**config.mk**
```make
export PLATFORM = sky130hd
export DESIGN_NAME = som_mode_selector
export DESIGN_NICKNAME = d
export VERILOG_FILES = /design/src/hw/som_mode_selector.v
export VERILOG_INCLUDE_DIRS = /design/src /design/src/hw
export SDC_FILE = /design/constraint.sdc
export NUM_CORES = 1
export LEC_CHECK = 0
export ABC_AREA = 1
export BUFFER_PORTS_ARGS = -buffer_cell sky130_fd_sc_hd__buf_2
export CORE_MARGIN = 4
export CORE_UTILIZATION = 40
export CTS_BUF_LIST = sky130_fd_sc_hd__clkbuf_8 sky130_fd_sc_hd__clkbuf_16
export DETAILED_ROUTE_END_ITERATION = 10
export HOLD_SLACK_MARGIN = 0.08
export PLACE_DENSITY = 0.71
export RECOVER_POWER = 50
export SLEW_MARGIN = 20
export SYNTH_ARGS = -nofsm -noshare
export SYNTH_HDL_FRONTEND = slang
export SYNTH_SLANG_ARGS = --single-unit
export TNS_END_PERCENT = 5
```
**constraint.sdc**
```tcl
create_clock -name ref_clk_in -period 1.8 [get_ports ref_clk_in]
set_input_delay 0.09 -clock ref_clk_in [delete_from_list [all_inputs] [get_ports ref_clk_in]]
set_output_delay 0.09 -clock ref_clk_in [all_outputs]
set_load 0.01 [all_outputs]
```
**src/hw/som_defines.vh**
```
// Purpose: Named constants for the startup operation mode selector
// Assumes: Byte addresses on a 4-bit Avalon-MM address
// Notes: Definitions only
`ifndef SOM_DEFINES_VH
`define SOM_DEFINES_VH

// ==========================================================
// Register byte offsets
`define SOM_OFS_CFG 4'h0
`define SOM_OFS_ASG 4'h4
`define SOM_OFS_CMD 4'h8
`define SOM_OFS_STS 4'hC

// ==========================================================
// Field positions
`define SOM_CFG_OM_LO 0
`define SOM_CFG_OM_HI 2
`define SOM_CFG_ST_LO 4
`define SOM_CFG_ST_HI 7
`define SOM_CFG_PW_LO 8
`define SOM_CFG_PW_HI 9
`define SOM_ASG_NE_BIT 0
`define SOM_ASG_NP_BIT 1
`define SOM_ASG_PE_BIT 2
`define SOM_CMD_TGT_LO 0
`define SOM_CMD_TGT_HI 1
`define SOM_CMD_GO_BIT 4
`define SOM_CMD_EVAL_BIT 8
`define SOM_STS_REF_BIT 4

// ==========================================================
// Operation mode settings
`define SOM_OM_0 3'h0
`define SOM_OM_1 3'h1
`define SOM_OM_2 3'h2
`define SOM_OM_3 3'h3
`define SOM_OM_4 3'h4
`define SOM_OM_6 3'h6
`define SOM_OM_7 3'h7

// ==========================================================
// Startup mode settings
`define SOM_ST_0 4'h0
`define SOM_ST_1 4'h1
`define SOM_ST_10 4'hA

// ==========================================================
// Reset values
`define SOM_RST_OM 3'h0
`define SOM_RST_ST 4'h0
`define SOM_RST_PW 2'h0
`define SOM_RST_ASG 3'h0

`endif

```
**src/hw/som_mode_selector.v**
```verilog
// Purpose: Selects the drive operation mode at startup and gates
//          later changes among External, panel and network modes
// Assumes: All inputs synchronous to ref_clk_in
// Notes: Avalon-MM slave with waitrequest, one word per register
// Notes on behaviour
// - Priority: setting, stop, net/ext, net/panel, panel/ext, startup
// - Evaluate startup on power-on, restore and reset
// - Mode settings writable whatever write selection says
// - Startup 0, mode 0: External, three-way
// - No direct panel to network change outside startup 10
// - Mode 1: panel fixed always
// - Startup 0, mode 2: External, External/network
// - Mode 2 startup 0/1: never enter panel
// - Modes 3, 4: combined, no changes
// - Startup 0, mode 6: three-way while running
// - Mode 7: stop on three-way, off forced External
// - Startup 1: network; mode 7 follows stop input
// - Startup 10: network, panel/network; mode 7 External
// - Startup 10, mode 0: panel/network only stopped
// - Startup 10, mode 2: network fixed
// - Startup 10, mode 6: panel/network while running
// - Startup 10, modes 0, 6: only key or net/panel input
// - Net/panel input: on panel, off network
// - Net/ext input: on network, off External
// - Panel/ext input: off panel, on External
//
// Chosen here: the register addresses and the Avalon-MM interface to the registers.
`timescale 1ns/1ps
`include "som_defines.vh"

module som_mode_selector #(
    parameter MODE_W = 2
) (
    input wire ref_clk_in,
    input wire sys_rst_in,
    input wire [3:0] avs_address_in,
    input wire avs_read_in,
    input wire avs_write_in,
    input wire [31:0] avs_writedata_in,
    output reg [31:0] avs_readdata_out,
    output reg avs_waitrequest_out,
    input wire output_stop_input_in,
    input wire net_panel_switch_input_in,
    input wire net_external_switch_input_in,
    input wire panel_external_switch_input_in,
    input wire panel_mode_key_in,
    input wire motor_running_in,
    input wire power_restore_in,
    output reg [MODE_W-1:0] op_mode_out,
    output reg refused_out
);

    // ======================================================
    // Mode codes
    localparam [MODE_W-1:0] M_EXT = 2'h0;
    localparam [MODE_W-1:0] M_PU = 2'h1;
    localparam [MODE_W-1:0] M_NET = 2'h2;
    localparam [MODE_W-1:0] M_CMB = 2'h3;

    // ======================================================
    // State
    reg [2:0] om_r;
    reg [3:0] st_r;
    reg [1:0] pw_r;
    reg [2:0] asg_r;
    reg [MODE_W-1:0] cmd_tgt_r;
    reg cmd_go_r;
    reg eval_r;
    reg [MODE_W-1:0] mode_nxt;
    reg ref_set;
    reg [MODE_W-1:0] lvl_tgt;
    reg lvl_vld;
    reg [MODE_W-1:0] ev_tgt;
    reg ev_vld;

    wire bus_req = avs_read_in | avs_write_in;
    wire wr_now = avs_write_in & ~avs_waitrequest_out;
    wire wr_cfg = wr_now & (avs_address_in == `SOM_OFS_CFG);
    wire wr_asg = wr_now & (avs_address_in == `SOM_OFS_ASG);
    wire wr_cmd = wr_now & (avs_address_in == `SOM_OFS_CMD);
    wire wr_sts = wr_now & (avs_address_in == `SOM_OFS_STS);

    wire st10 = (st_r == `SOM_ST_10);
    wire om_fixed = (om_r == `SOM_OM_1) | (om_r == `SOM_OM_3) |
                    (om_r == `SOM_OM_4);
    wire force_ext = (om_r == `SOM_OM_7) & ~output_stop_input_in;
    // Under startup 10 with modes 0 and 6 only two triggers count
    wire lim10 = st10 & ((om_r == `SOM_OM_0) | (om_r == `SOM_OM_6));

    // ======================================================
    // Startup mode for the current settings
    function [MODE_W-1:0] som_start;
        input [2:0] om;
        input [3:0] st;
        input stop;
        begin
            if (om == `SOM_OM_1)
            begin
                som_start = M_PU;
            end
            else if ((om == `SOM_OM_3) || (om == `SOM_OM_4))
            begin
                som_start = M_CMB;
            end
            else if (om == `SOM_OM_7)
            begin
                som_start = ((st == `SOM_ST_1) && stop) ? M_NET : M_EXT;
            end
            else if ((st == `SOM_ST_1) || (st == `SOM_ST_10))
            begin
                som_start = M_NET;
            end
            else
            begin
                som_start = M_EXT;
            end
        end
    endfunction

    // ======================================================
    // Whether a change from cur to tgt is permitted
    function som_allow;
        input [2:0] om;
        input is10;
        input stop;
        input run;
        input [MODE_W-1:0] cur;
        input [MODE_W-1:0] tgt;
        reg pn;
        reg ext_in;
        begin
            pn = ((cur == M_PU) && (tgt == M_NET)) ||
                 ((cur == M_NET) && (tgt == M_PU));
            ext_in = (cur == M_EXT) || (tgt == M_EXT);
            if ((tgt == cur) || (tgt == M_CMB) || (cur == M_CMB))
            begin
                som_allow = 1'b0;
            end
            else if ((om == `SOM_OM_1) || (om == `SOM_OM_3) ||
                     (om == `SOM_OM_4))
            begin
                som_allow = 1'b0;
            end
            else if ((om == `SOM_OM_7) && !stop)
            begin
                som_allow = (tgt == M_EXT);
            end
            else if (is10 && (om == `SOM_OM_0))
            begin
                som_allow = pn & ~run;
            end
            else if (is10 && (om == `SOM_OM_6))
            begin
                som_allow = pn;
            end
            else if (is10 && (om == `SOM_OM_2))
            begin
                som_allow = 1'b0;
            end
            else if (om == `SOM_OM_2)
            begin
                som_allow = (tgt != M_PU) && (cur != M_PU) && ext_in;
            end
            else if (om == `SOM_OM_6)
            begin
                som_allow = ~pn;
            end
            else
            begin
                som_allow = ~pn & ~run;
            end
        end
    endfunction

    // ======================================================
    // Level requests from the switch inputs, in priority order
    always @*
    begin
        lvl_vld = 1'b0;
        lvl_tgt = M_EXT;
        if (!lim10 && asg_r[`SOM_ASG_NE_BIT])
        begin
            lvl_vld = 1'b1;
            lvl_tgt = net_external_switch_input_in ? M_NET : M_EXT;
        end
        else if (asg_r[`SOM_ASG_NP_BIT])
        begin
            lvl_vld = 1'b1;
            lvl_tgt = net_panel_switch_input_in ? M_PU : M_NET;
        end
        else if (!lim10 && asg_r[`SOM_ASG_PE_BIT])
        begin
            lvl_vld = 1'b1;
            lvl_tgt = panel_external_switch_input_in ? M_EXT : M_PU;
        end
    end

    // ======================================================
    // Event requests from the panel key or software
    always @*
    begin
        ev_vld = 1'b0;
        ev_tgt = op_mode_out;
        if (panel_mode_key_in)
        begin
            ev_vld = 1'b1;
            if (lim10)
            begin
                ev_tgt = (op_mode_out == M_PU) ? M_NET : M_PU;
            end
            else
            begin
                ev_tgt = (op_mode_out == M_EXT) ? M_PU : M_EXT;
            end
        end
        else if (cmd_go_r && !lim10)
        begin
            // Software is not a trigger under startup 10 with modes 0 and 6
            ev_vld = 1'b1;
            ev_tgt = cmd_tgt_r;
        end
    end

    // ======================================================
    // Next mode
    always @*
    begin
        mode_nxt = op_mode_out;
        ref_set = 1'b0;
        if (eval_r)
        begin
            mode_nxt = som_start(om_r, st_r, output_stop_input_in);
        end
        else if (force_ext)
        begin
            mode_nxt = M_EXT;
        end
        else if (om_fixed)
        begin
            mode_nxt = op_mode_out;
        end
        else if (lvl_vld)
        begin
            // Levels stand over key presses; a refused level just waits
            if (som_allow(om_r, st10, output_stop_input_in,
                          motor_running_in, op_mode_out, lvl_tgt))
            begin
                mode_nxt = lvl_tgt;
            end
        end
        else if (ev_vld && (ev_tgt != op_mode_out))
        begin
            if (som_allow(om_r, st10, output_stop_input_in,
                          motor_running_in, op_mode_out, ev_tgt))
            begin
                mode_nxt = ev_tgt;
            end
            else
            begin
                ref_set = 1'b1;
            end
        end
        if (ev_vld && om_fixed && !eval_r)
        begin
            ref_set = 1'b1;
        end
    end

    // ======================================================
    // Mode register and evaluation trigger
    always @(posedge ref_clk_in)
    begin
        if (sys_rst_in)
        begin
            op_mode_out <= M_EXT;
            eval_r <= 1'b1;
            refused_out <= 1'b0;
        end
        else
        begin
            op_mode_out <= mode_nxt;
            eval_r <= power_restore_in |
                      (wr_cmd & avs_writedata_in[`SOM_CMD_EVAL_BIT]);
            // Set wins over a clear in the same cycle
            if (ref_set)
            begin
                refused_out <= 1'b1;
            end
            else if (wr_sts && avs_writedata_in[`SOM_STS_REF_BIT])
            begin
                refused_out <= 1'b0;
            end
        end
    end

    // ======================================================
    // Register writes
    always @(posedge ref_clk_in)
    begin
        if (sys_rst_in)
        begin
            om_r <= `SOM_RST_OM;
            st_r <= `SOM_RST_ST;
            pw_r <= `SOM_RST_PW;
            asg_r <= `SOM_RST_ASG;
            cmd_tgt_r <= M_EXT;
            cmd_go_r <= 1'b0;
        end
        else
        begin
            cmd_go_r <= wr_cmd & avs_writedata_in[`SOM_CMD_GO_BIT];
            if (wr_cfg)
            begin
                // Write selection is kept but never blocks these fields
                om_r <= avs_writedata_in[`SOM_CFG_OM_HI:`SOM_CFG_OM_LO];
                st_r <= avs_writedata_in[`SOM_CFG_ST_HI:`SOM_CFG_ST_LO];
                pw_r <= avs_writedata_in[`SOM_CFG_PW_HI:`SOM_CFG_PW_LO];
            end
            if (wr_asg)
            begin
                asg_r <= avs_writedata_in[`SOM_ASG_PE_BIT:`SOM_ASG_NE_BIT];
            end
            if (wr_cmd)
            begin
                cmd_tgt_r <=
                    avs_writedata_in[`SOM_CMD_TGT_HI:`SOM_CMD_TGT_LO];
            end
        end
    end

    // ======================================================
    // Bus answer: one wait cycle, then a single ready cycle
    always @(posedge ref_clk_in)
    begin
        if (sys_rst_in)
        begin
            avs_waitrequest_out <= 1'b1;
            avs_readdata_out <= 32'h0;
        end
        else
        begin
            avs_waitrequest_out <= ~(bus_req & avs_waitrequest_out);
            if (avs_read_in && avs_waitrequest_out)
            begin
                case (avs_address_in)
                `SOM_OFS_CFG:
                begin
                    avs_readdata_out <= {22'h0, pw_r, st_r, 1'b0, om_r};
                end
                `SOM_OFS_ASG:
                begin
                    avs_readdata_out <= {29'h0, asg_r};
                end
                `SOM_OFS_CMD:
                begin
                    avs_readdata_out <= {30'h0, cmd_tgt_r};
                end
                `SOM_OFS_STS:
                begin
                    avs_readdata_out <= {27'h0, refused_out, 2'h0,
                                         op_mode_out};
                end
                default:
                begin
                    avs_readdata_out <= 32'h0;
                end
                endcase
            end
        end
    end

endmodule // som_mode_selector

```
**Word-level counts from Yosys, hierarchy flattened**

Cells that the tools add are included.

- Register bits after elaboration: 52
- Logic and storage cells: 172

- Equality and inequality tests: 28
- Reductions and logical operators: 45
- Bitwise operators: 25
- Mux-type cells: 63

Operators by type and width:

| kind | number |
|---|---|
| 2-to-1 mux 1 bit | 42 |
| 2-to-1 mux 2 bit | 20 |
| one-hot mux 10 bit (4 select lines) | 1 |
| logical AND 1 bit | 21 |
| bitwise AND 1 bit | 14 |
| == test 2 bit, second input constant | 6 |
| == test 4 bit, second input constant | 3 |
| logical OR 1 bit | 12 |
| == test 3 bit, second input constant | 3 |
| nonzero test 4 bit | 2 |
| == test 2 x 1 -> 1 bit, second input constant | 3 |
| == test 3 x 2 -> 1 bit, second input constant | 2 |
| logical NOT 2 bit | 3 |
| inequality test 2 x 1 -> 1 bit, second input constant | 3 |
| NOT 1 bit | 6 |
| bitwise OR 1 bit | 5 |
| == test 2 bit | 2 |
| == test 4 x 1 -> 1 bit, second input constant | 1 |
| == test 4 x 3 -> 1 bit, second input constant | 1 |
| logical NOT 4 bit | 1 |
| inequality test 4 x 2 -> 1 bit, second input constant | 1 |
| AND reduction 4 bit | 1 |
| == test 3 x 1 -> 1 bit, second input constant | 1 |
| logical NOT 1 bit | 3 |
| other kinds (4) | 4 |

**Depth between registers and ports, before layout**

Gate-level depths: netlist (run 1).

- Depth in word-level cells: 33
- Depth in mapped cells: 20
- Depth with buffers taken out: 20

**Worst setup path after synthesis (run 1)**

OpenSTA, ideal clock, no wires.

- Kind: reg-to-reg
- Start point: reg st_r[3]
- End point: reg op_mode_out[1]
- Setup time: 110 ps
- Arrival: 1,717 ps
- Path buffers: 1
- Slack: -27 ps
- Period minus slack after synthesis: 1,827 ps
- Cell stages (with the launch flop): 17
- Cell sequence: dfxtp_1 -> nand2_1 -> nor2_4 -> nand3_4 -> buf_12 -> a21oi_1 -> nor2_1 -> nor2_2 -> nand2_1 -> nand2_1 -> nand2_1 -> nor2_1 -> nand3_2 -> nand3_2 -> nand2_1 -> inv_1 -> nor2_2

- Word-level cells in the longest chain between the ends: 26

RTL lines:

| what | RTL line | text |
|---|---|---|
| start, declared | som_mode_selector.v:63 | `reg [3:0] st_r;` |
| start signal, assigned | som_mode_selector.v:303 | `` st_r <= `SOM_RST_ST; `` |
| start signal, assigned | som_mode_selector.v:316 | `` st_r <= avs_writedata_in[`SOM_CFG_ST_HI:`SOM_CFG_ST_LO]; `` |
| == test 4 bit (no source line) | - |  |
| bitwise AND 1 bit | som_mode_selector.v:88 | `` wire lim10 = st10 & ((om_r == `SOM_OM_0) \| (om_r == `SOM_OM_6)); `` |
| logical NOT 1 bit | som_mode_selector.v:181, som_mode_selector.v:191, som_mode_selector.v:216 |  |
| logical AND 1 bit (on tied branches) | som_mode_selector.v:191, som_mode_selector.v:216 |  |
| 2-to-1 mux 1 bit / 2-to-1 mux 2 bit (equally long branches) | som_mode_selector.v:191, som_mode_selector.v:216 |  |
| 2-to-1 mux 2 bit (on tied branches) | som_mode_selector.v:186, som_mode_selector.v:204 |  |
| 2-to-1 mux 2 bit (tied with other cells) | som_mode_selector.v:181 | `` if (!lim10 && asg_r[`SOM_ASG_NE_BIT]) `` |
| == test 2 bit (tied with other cells) | som_mode_selector.v:132 | `pn = ((cur == M_PU) && (tgt == M_NET)) \|\|` |
| [10 not listed] | - |  |
| 2-to-1 mux 1 bit (on tied branches) | som_mode_selector.v:139, som_mode_selector.v:135 |  |
| 2-to-1 mux 1 bit (on tied branches) | som_mode_selector.v:135, som_mode_selector.v:251 |  |
| 2-to-1 mux 1 bit | som_mode_selector.v:242 | `else if (lvl_vld)` |
| 2-to-1 mux 1 bit | som_mode_selector.v:238 | `else if (om_fixed)` |
| 2-to-1 mux 1 bit | som_mode_selector.v:234 | `else if (force_ext)` |
| 2-to-1 mux 1 bit | som_mode_selector.v:230 | `if (eval_r)` |
| inequality test 4 x 2 -> 1 bit (no source line) / nonzero test 4 bit (equally long branches) | - |  |
| AND reduction 4 bit (no source line) | - |  |
| end signal, assigned | som_mode_selector.v:281 | `op_mode_out <= mode_nxt;` |
| end, declared | som_mode_selector.v:49 | `output reg [MODE_W-1:0] op_mode_out,` |

Parallel ways exist; a longest one is shown, timed or not. The select of a mux whose other input is x is not followed.
A chain may end at the register's enable or synchronous reset.

**Worst setup path after layout (run 1)**

- Start point: reg st_r[2]
- End point: reg op_mode_out[0]

- Word-level cells in the longest chain between the ends: 26

RTL lines:

| what | RTL line |
|---|---|
| == test 4 bit (no source line) * | - |
| bitwise AND 1 bit | som_mode_selector.v:88 |
| logical NOT 1 bit | som_mode_selector.v:181, som_mode_selector.v:191, som_mode_selector.v:216 |
| logical AND 1 bit (on tied branches) | som_mode_selector.v:191, som_mode_selector.v:216 |
| 2-to-1 mux 1 bit / 2-to-1 mux 2 bit (equally long branches) | som_mode_selector.v:191, som_mode_selector.v:216 |
| 2-to-1 mux 2 bit (on tied branches) | som_mode_selector.v:186, som_mode_selector.v:204 |
| 2-to-1 mux 2 bit (tied with other cells) | som_mode_selector.v:181 |
| == test 2 bit (tied with other cells) | som_mode_selector.v:132 |
| [10 not listed] | - |
| 2-to-1 mux 1 bit (on tied branches) | som_mode_selector.v:139, som_mode_selector.v:135 |
| 2-to-1 mux 1 bit (on tied branches) | som_mode_selector.v:135, som_mode_selector.v:251 |
| 2-to-1 mux 1 bit | som_mode_selector.v:242 |
| 2-to-1 mux 1 bit | som_mode_selector.v:238 |
| 2-to-1 mux 1 bit | som_mode_selector.v:234 |
| 2-to-1 mux 1 bit | som_mode_selector.v:230 |
| inequality test 4 x 2 -> 1 bit (no source line) / nonzero test 4 bit (equally long branches) | - |
| AND reduction 4 bit (no source line) | - |

Mark *: on every way between the ends. The rest lies on a longest branch, timed or not. The select of a mux whose other input is x is not followed.

==> impl_metrics.py, run 1 <==
metrics = {
    "clock_network": {
        "cts_tree": "yes",
        "htreeDepth": 2,
        "cts_made_buffers": 5,
        "clk_latency_ns": 0.28,
        "ctsRootBufferMaster": "clkbuf_8",
        "clock_path_buffers": 2,
        "cts_sinks": 29,
        "cts.clk_slew.worst_paths_ns": 0.06,
    },
    "sta": {
        "worst_pin_slew_ns": 0.540,
        "period_share_pct": 109,
        "rsz0062_at_grt": "true",
        "drv_slew": 0,
        "clock_skew_ns": 0.00839,
        "clock.fmax_ghz": 0.511,
        "fin_crit_ns": 1.96,
        "finalSetupViolations": 3,
        "setup_ws_ns": -0.156,
        "relSlewSlack_pct": 64.0,
        "hold_viol_final": 0,
        "tns_ns": -0.406,
    },
    "global_routing": {
        "grt_max_degree": 23,
        "grt_pass1_vias": 2050,
        "grt_overflow": 0,
        "antenna_found_initial": 0,
        "grt_usage_pct": 17.8,
        "grt_pass1_wl_um": 9020,
    },
    "critical_path": {
        "cpPeakStageDelay_ns": 0.32,
        "worst_setup_path_end_kind": "flip-flop",
        "crit_chain": "inv_2 -> nand2_2 -> nor2_4 -> nand3_4 -> buf_12 -> inv_4 -> nand2_2 -> o21ai_2 -> nor2_1 -> nor3_2 -> nor2_1 -> nand3_2 -> nand4_1 -> nand2_1 -> nor2_2",
        "worstPathArrival_ns": 2.13,
        "critPathSlowestCell": "dfxtp_2",
        "cp_num_buf_inv": 3,
        "crit_family": "simple AND/OR/NAND/NOR gates",
        "startpoint_type": "flip-flop",
        "crit_fanout": 8,
        "required_ns": 1.97,
        "rr_startpoint": "st_r[2]",
        "criticalPathCategory": "flip-flop to flip-flop",
        "setup.worst_path.start": "st_r[2]",
    },
    "power": {
        "share_seq_of_total_power_pct": 40.5,
        "p_comb_share_pct": 18.2,
        "total_power_w": 0.00166,
        "p_sw_share_pct": 26.2,
        "p_int_w": 0.00122,
        "max-vdd-ir-drop_uv": 532,
        "clockPowerShare_pct": 41.2,
        "power.leakage_nw": 1.26,
        "pwr_density_cell_mw_per_mm2": 606,
        "net-switching-power_w": 0.000434,
    },
    "final_layout": {
        "final_cell_mix": "nand2_1 (52), buf_4 (39), inv_1 (35)",
        "num_antenna_cells": 0,
        "nets": 445,
        "fillCellCount": 494,
        "drive_gt1_share_pct": 31.3,
        "postLayoutCellArea_sq_mm": 0.00273,
        "area_growth_pct": 34.5,
        "final_common_cell": "nand2_1",
        "multi_input_area_sq_mm": 0.00121,
        "ff_latch_area_sq_um": 587,
        "finalNonFillerCells": 466,
    },
    "floorplan": {
        "die_x_um": 79.3,
        "core_region_area_sq_mm": 0.00482,
        "rows": 25,
        "start_util_pct": 42.2,
        "die-area_sq_mm": 0.00629,
        "pin_count": 83,
        "die_y_um": 79.3,
    },
    "route": {
        "routed-via-count": 2162,
        "drt.antenna.violating_nets": 0,
        "drtPass1Iterations": 4,
        "drt-wirelength-per-cell_um": 11.9,
        "drc": 0,
        "routed_wl_um": 5550,
        "drt_iter0_drc": 111,
        "via_per_inst": 4.64,
    },
    "placed_design": {
        "hpwl_um": 4360,
        "dp.cells": 444,
        "io_buffers": 36,
        "gp_congestion": 0.866,
        "dp_slack_ns": -0.147,
        "dpl_cell_area_sq_mm": 0.00245,
    },
    "synthesis": {
        "ys_ff_latch": 29,
        "yosysWarnings": 0,
        "avgSynthCellArea_sq_um": 6.52,
        "syn-cell-area_sq_mm": 0.00203,
        "synth_top_area_share_pct": 28.6,
        "synthTopCellsByArea": "dfxtp_1 (29%), nand2_1 (11%), buf_4 (8.5%)",
        "seq_area_frac_synth_pct": 28.6,
        "yosys.area.top_type": "dfxtp_1",
        "ys_types": 32,
        "syn_inst": 312,
    },
    "outcome": {
        "violations": "setup timing",
        "status": "complete, but fails checks",
    },
    "worst_hold_path": {
        "hp-class": "primary input to flip-flop",
        "min_from": "sys_rst_in",
    },
    "flow_run": {
        "cap_violations": 0,
    },
}
layout make-up:
cell class              count  area share, %
flip-flops and latches     29           21.5
repair buffers             86           20.9
multi-input cells         232           44.2
clock buffers               6           3.02
well taps                  67           3.07
inverters                  44           6.13
clock inverters             2           1.24
power by group through the flow:
stage	Sequential [W]	Clock (W)	Combinational (W)
floorplan	0.000693	0	0.000200
global placement	0.000684	0	0.000274
detailed placement	0.000684	0	0.000278
CTS	0.000671	0.000692	0.000296
global route	0.000673	0.000733	0.000336
finish	0.000671	0.000682	0.000302
sequential cells by signal, indices dropped and copies added (netlist names):
| register | flops |
|---|---|
| cmd_tgt_r | 2 |
| cmd_go_r | 1 |
| avs_waitrequest_out | 1 |
| om_r | 3 |
| op_mode_out | 2 |
| asg_r | 3 |
| pw_r | 2 |
| avs_readdata_out | 9 |
| st_r | 4 |
| eval_r | 1 |
| refused_out | 1 |
path summary, 6_finish.rpt:
| kind | to | slack [ns] | cells past startpoint |
|---|---|---|---|
| setup / recovery | op_mode_out[0] | -0.16 | 15 |
| hold / removal | avs_readdata_out[2] | 0.09 | 2 |
| setup reg to reg | op_mode_out[0] | -0.16 | 15 |
| hold reg to reg | avs_readdata_out[4] | 0.47 | 2 |
cell usage after synthesis:
cell type	number
inv_2	5
buf_2	2
nor4_1	1
nor2_4	1
nand3_4	1
o21ai_0	27
a31oi_1	2
nor2_1	31
a21oi_4	2
clkbuf_1	3
conb_1	1
buf_12	1
o22ai_1	3
nor3_1	7
nand3b_1	1
o21ai_2	3
a221oi_1	1
a21oi_1	28
buf_4	23
nand3_1	12
nor2_2	4
o211ai_1	3
nand3_2	6
nor3_2	1
inv_1	38
o21ai_1	1
nand2_1	59
o21a_1	1
dfxtp_1	29
nand2_2	10
nand4_1	4
inv_4	1
metrics by stage:
stage,util [%],hold slack [ns]
global route,56.8,0.0929
detailed placement,50.8,0.299
global placement,50.8,0.297
finish,56.8,0.0920
CTS,55.7,0.0843
floorplan,-,0.178
kinds of logic after synthesis:
logic type             synth area share [%]
AND/OR/NAND/NOR                        32.4
flip-flops                             28.6
AO/OA/AOI/OAI                          20.1
other                                 0.184
buffers and inverters                  18.8
what timing repair did:
item	4_1_cts	5_1_grt
endpoints found under the setup margin	3	4
pin swaps	3	12
buffers inserted	2	3
hold buffers	9	0
gates resized for setup	8	18
hold endpoints to repair	7	0
metal layers:
metal  wire length [um]  GRT usage [%]  up-vias
met4                 78           5.33        0
met2               2640           29.9       64
met3                286           3.51        9
met1               2550           23.1      952
li1                   -              -     1137
met5                  0              0        -
No activity file was read; power rests on OpenSTA's default activity.
==> run 2, diff against run 1 <==
clock period = 1.7 ns   (was 1.8 ns; I/O delays follow)
==> run 2 against run 1 <==
  * The run still ends with setup timing left
  * Flip-flop and latch count unchanged
  * Non-clock buffer count is 5 higher
  * Sequential power up 6.0%
  * Clock power fell by 9.4%
  * Register-to-register slack got worse by 0.13 ns
  * Fmax shrank 1.6%
  * Die area unchanged
  * Setup slack got worse by 0.13 ns
  * Count of clock-buffer cells in the layout up 1
  * Cell area is 2.3% higher
  * Highest routed layer unchanged
==> impl_metrics.py, run 2 (same netlist as run 1, synthesis figures left out) <==
metrics = {
    "final_layout": {
        "ff_latch_area_sq_um": 586,
        "fillCellCount": 500,
        "area_growth_pct": 37.5,
        "final_cell_mix": "nand2_1 (50), buf_4 (40), inv_1 (34)",
        "multi_input_area_sq_mm": 0.00124,
        "final_common_cell": "nand2_1",
        "reg_top3": "avs_readdata_out: 9 flops, st_r: 4 flops",
        "top_register": "avs_readdata_out",
        "drive_gt1_share_pct": 32.9,
        "nets": 450,
        "num_antenna_cells": 0,
        "largest_register_ffs": 9,
        "postLayoutCellArea_sq_mm": 0.00280,
    },
    "power": {
        "power.leakage_nw": 1.28,
        "clockPowerShare_pct": 37.0,
        "net-switching-power_w": 0.000472,
        "share_seq_of_total_power_pct": 42.6,
        "p_int_w": 0.00120,
        "pwr_density_cell_mw_per_mm2": 597,
        "p_sw_share_pct": 28.2,
        "max-vdd-ir-drop_uv": 620,
        "p_comb_share_pct": 20.4,
    },
    "sta": {
        "clock_skew_ns": 0.00534,
        "relSlewSlack_pct": 59.8,
        "setup_ws_ns": -0.287,
        "worst_pin_slew_ns": 0.602,
        "rsz0062_at_grt": "true",
        "hold_viol_final": 0,
        "drv_slew": 0,
        "fin_hold_ws_ns": 0.0992,
        "clock.fmax_ghz": 0.503,
        "period_share_pct": 117,
        "fin_crit_ns": 1.99,
        "finalSetupViolations": 3,
    },
    "floorplan": {
        "rows": 25,
        "core_region_area_sq_mm": 0.00482,
        "pin_count": 83,
        "die-area_sq_mm": 0.00629,
        "start_util_pct": 42.2,
        "die_x_um": 79.3,
        "die_y_um": 79.3,
    },
    "critical_path": {
        "rr_startpoint": "st_r[2]",
        "required_ns": 1.92,
        "setup.worst_path.start": "st_r[2]",
        "startpoint_type": "flip-flop",
        "criticalPathCategory": "flip-flop to flip-flop",
        "worst_setup_path_end_kind": "flip-flop",
        "crit_fanout": 7,
        "worstPathArrival_ns": 2.21,
    },
    "placed_design": {
        "dpl_cell_area_sq_mm": 0.00244,
        "hpwl_um": 4380,
        "gp_congestion": 1.03,
        "io_buffers": 36,
    },
    "flow_run": {
        "cap_violations": 0,
    },
    "global_routing": {
        "grt_overflow": 0,
        "grt_pass1_vias": 2119,
        "grt_usage_pct": 18.3,
        "grt_pass1_wl_um": 9380,
        "grt_max_degree": 23,
        "antenna_found_initial": 0,
    },
    "clock_network": {
        "cts_tree": "yes",
        "ctsRootBufferMaster": "clkbuf_8",
        "cts_sinks": 29,
        "clk_latency_ns": 0.28,
        "cts.clk_slew.worst_paths_ns": 0.06,
        "clock_path_buffers": 2,
        "htreeDepth": 2,
        "cts_made_buffers": 5,
    },
    "route": {
        "drc": 0,
        "drtPass1Iterations": 4,
        "via_per_inst": 4.89,
        "drt.antenna.violating_nets": 0,
        "routed_wl_um": 5890,
        "drt-wirelength-per-cell_um": 12.5,
        "routed-via-count": 2303,
        "drt_iter0_drc": 94,
    },
    "worst_hold_path": {
        "min_from": "avs_writedata_in[1]",
        "hp-class": "primary input to flip-flop",
    },
    "outcome": {
        "violations": "setup timing",
        "status": "complete, but fails checks",
    },
}
run 2: routing by layer:
layer | global-route usage [%] | up-vias | share of wire (%)
met5 | 0 | - | 0
met4 | 6.70 | 0 | 2.2
met3 | 3.97 | 15 | 7.6
met2 | 28.8 | 97 | 47
met1 | 24.4 | 1043 | 43
li1 | - | 1148 | -
run 2: area by class of cell:
cell class	count	share of cell area, %
sequential	29	20.9
clock inverter	1	0.179
inverter	44	6.00
tap	67	3.00
clock buffer	7	3.45
timing repair buffer	91	22.1
multi-input combinational	232	44.4
run 2: critical path, cell delays in order, from the launching register on:
cell	delay [ns]
dfxtp_2	0.32
inv_2	0.05
nand2_2	0.06
nor2_4	0.12
nand3_4	0.14
buf_12	0.18
a21oi_4	0.16
inv_2	0.05
nand2_2	0.10
o21ai_1	0.08
nor3_2	0.19
nor2_2	0.08
nand3_2	0.10
nand3_2	0.10
nand2_2	0.07
inv_2	0.04
nor2_2	0.08
run 2: path summary, 6_finish.rpt:
kind	to	slack, ns	cells past startpoint
worst max-delay path	op_mode_out[0]	-0.29	16
worst min-delay path	om_r[1]	0.1	3
worst max register to register	op_mode_out[0]	-0.29	16
worst min register to register	avs_readdata_out[9]	0.46	2
run 2: metrics by stage:
step / utilization, % / worst slack [ns] / total power, W / cells / TNS (ns)
CTS: 55.6 / -0.304 / 0.00166 / 466 / -0.880
global route: 58.1 / -0.464 / 0.00175 / 471 / -1.40
finish: 58.1 / -0.287 / 0.00167 / 471 / -0.805
floorplan: - / -0.127 / 0.000945 / 334 / -0.267
global placement: 50.6 / -0.246 / 0.00101 / 444 / -0.659
detailed placement: 50.6 / -0.306 / 0.00102 / 444 / -0.818
run 2: power by group through the flow:
stage	clock network, W	logic, W	registers [W]
floorplan	0	0.000212	0.000734
global placement	0	0.000288	0.000725
detailed placement	0	0.000290	0.000725
CTS	0.000633	0.000317	0.000711
global route	0.000658	0.000376	0.000713
finish	0.000618	0.000340	0.000711
run 2: what timing repair did:
item | 4_1_cts | 5_1_grt
setup buffers | 2 | 5
hold buffers | 12 | 0
resized for setup | 2 | 34
endpoints found under the hold margin | 12 | 0
pin swaps | 2 | 17
setup endpoints to repair | 3 | 5
==> run 3, diff against run 2 <==
ABC_CLOCK_PERIOD_IN_PS = 2000   (was unset)
CTS_BUF_LIST = unset   (was sky130_fd_sc_hd__clkbuf_8 sky130_fd_sc_hd__clkbuf_16)
PLACE_DENSITY = 0.68   (was 0.71)
clock period = 2 ns   (was 1.7 ns; I/O delays follow)
==> run 3 against run 2 <==
  * Global-route usage is 0.39 points lower
  * Routed wire length is 9.0% lower
  * Fmax is 0.38% higher
  * Core utilization is 3.3 points lower
  * Largest power group unchanged
  * The flow now finishes without violations
  * Non-clock buffer count is 15 lower
  * Clock power is 27% lower
  * Register-to-register slack better by 0.31 ns
  * Combinational power is 20% lower
  * Critical path depth stayed put
  * Power is 21% lower
  * Flip-flop and latch count stayed put
  * Sequential power is 15% lower
==> impl_metrics.py, run 3 (same netlist as run 1, synthesis figures left out) <==
metrics = {
    "outcome": {
        "status": "completed",
    },
    "route": {
        "drc": 0,
        "via_per_inst": 4.75,
        "drtPass1Iterations": 6,
        "drt_iter0_drc": 95,
        "routed_wl_um": 5360,
        "drt.antenna.violating_nets": 0,
        "routed-via-count": 2166,
        "drt-wirelength-per-cell_um": 11.8,
    },
    "final_layout": {
        "final_cell_mix": "nand2_1 (54), inv_1 (37), buf_4 (30)",
        "nets": 435,
        "final_common_cell": "nand2_1",
        "num_antenna_cells": 0,
        "area_growth_pct": 29.8,
        "top_register": "avs_readdata_out",
        "drive_gt1_share_pct": 28.0,
        "reg_top3": "avs_readdata_out: 9 flops, st_r: 4 flops",
        "largest_register_ffs": 9,
    },
    "sta": {
        "finalSetupViolations": 0,
        "clock.fmax_ghz": 0.505,
        "worst_pin_slew_ns": 0.568,
        "fin_hold_ws_ns": 0.0880,
        "setup_ws_ns": 0.0204,
        "drv_slew": 0,
        "relSlewSlack_pct": 62.1,
        "period_share_pct": 99.0,
        "rsz0062_at_grt": "true",
        "fin_crit_ns": 1.98,
        "clock_skew_ns": 0.00452,
        "hold_viol_final": 0,
    },
    "power": {
        "p_int_w": 0.000945,
        "net-switching-power_w": 0.000381,
        "share_seq_of_total_power_pct": 45.5,
        "pwr_density_cell_mw_per_mm2": 503,
        "clockPowerShare_pct": 33.9,
        "max-vdd-ir-drop_uv": 435,
        "p_sw_share_pct": 28.7,
        "power.leakage_nw": 1.20,
        "p_comb_share_pct": 20.6,
    },
    "critical_path": {
        "criticalPathCategory": "flip-flop to flip-flop",
        "required_ns": 2.22,
        "worstPathArrival_ns": 2.20,
        "r2r_slack_ns": 0.02,
        "startpoint_type": "flip-flop",
        "r2r_cells": 16,
        "worst_setup_path_end_kind": "flip-flop",
        "crit_fanout": 7,
    },
    "floorplan": {
        "die-area_sq_mm": 0.00629,
        "die_y_um": 79.3,
        "core_region_area_sq_mm": 0.00482,
        "start_util_pct": 42.2,
        "rows": 25,
        "pin_count": 83,
        "die_x_um": 79.3,
    },
    "clock_network": {
        "cts_tree": "yes",
        "cts.clk_slew.worst_paths_ns": 0.06,
        "cts_made_buffers": 5,
        "htreeDepth": 2,
        "clock_path_buffers": 2,
        "cts_sinks": 29,
        "clk_latency_ns": 0.28,
        "ctsRootBufferMaster": "clkbuf_8",
    },
    "global_routing": {
        "grt_usage_pct": 17.9,
        "grt_pass1_vias": 2020,
        "grt_pass1_wl_um": 9000,
        "antenna_found_initial": 0,
        "grt_overflow": 0,
        "grt_max_degree": 23,
    },
    "placed_design": {
        "gp_congestion": 0.881,
        "hpwl_um": 4200,
        "dp_slack_ns": 0.0134,
        "io_buffers": 36,
    },
    "flow_run": {
        "cap_violations": 0,
    },
    "worst_hold_path": {
        "whs_path_depth": 3,
        "hp-class": "primary input to flip-flop",
    },
}
[run 3: cell count changes in the layout (fill, tap and decap cells not counted), moves of 3 or more]
cell / change
buf_4: -10
dlygate4sd3_1: -4
inv_1: +3
inv_2: -3
nand2_1: +4
nand2_2: -4
nand3_2: -3
[run 3: layer usage]
metal  vias up  share of wire, %  track usage (%)
met3        12               6.0             3.29
met1       967                45             22.6
met5         -                 0                0
met4         0               1.8             6.87
met2        68                48             30.0
li1       1119                 -                -
[run 3: final timing paths]
| kind | startpoint | end |
|---|---|---|
| worst max register to register | st_r[2] | op_mode_out[0] |
| worst min-delay path | avs_writedata_in[4] | cmd_go_r |
| worst min register to register | pw_r[0] | avs_readdata_out[8] |
| worst max-delay path | st_r[2] | op_mode_out[0] |
[run 3: stage by stage]
stage / std cells / util (%) / instance area (sq um) / power (W) / setup TNS [ns]
floorplan: 334 / - / 2120 / 0.000804 / 0
global placement: 439 / 50.1 / 2410 / 0.000860 / 0
detailed placement: 439 / 50.1 / 2410 / 0.000861 / 0
CTS: 456 / 53.8 / 2590 / 0.00132 / 0
global route: 456 / 54.8 / 2640 / 0.00140 / -0.366
finish: 456 / 54.8 / 2640 / 0.00133 / 0
[run 3: power by group through the flow]
stage,Combinational [W],Sequential (W),Clock (W)
final,0.000273,0.000604,0.000450
after global routing,0.000306,0.000606,0.000485
after detailed placement,0.000244,0.000617,0
after floorplan,0.000180,0.000624,0
after global placement,0.000243,0.000617,0
after CTS,0.000260,0.000605,0.000458
[run 3: worst max-delay path: stages (launching register included)]
cell	delay, ns
dfxtp_2	0.33
inv_2	0.06
nand2_2	0.06
nor2_4	0.12
nand3_4	0.14
buf_12	0.18
a21oi_4	0.17
inv_2	0.06
nand2_4	0.09
o21ai_1	0.07
nor3_2	0.19
nor2_2	0.09
nand3_4	0.10
nand3_2	0.07
nand2_1	0.06
inv_1	0.04
nor2_2	0.09
[run 3: area by class of cell]
type,instances,area [sq um]
multi-input cells,232,1220
clock buffers,8,80.1
repair buffers,76,495
fillers,500,2180
inverters,44,168
well taps,67,83.8
flip-flops and latches,29,588
[run 3: timing repair]
action,CTS,global route
endpoints found under the hold margin,6,0
gates resized for setup,6,17
hold buffers,8,0
buffers inserted,1,0
pin swaps,7,8
setup endpoints to repair,2,3
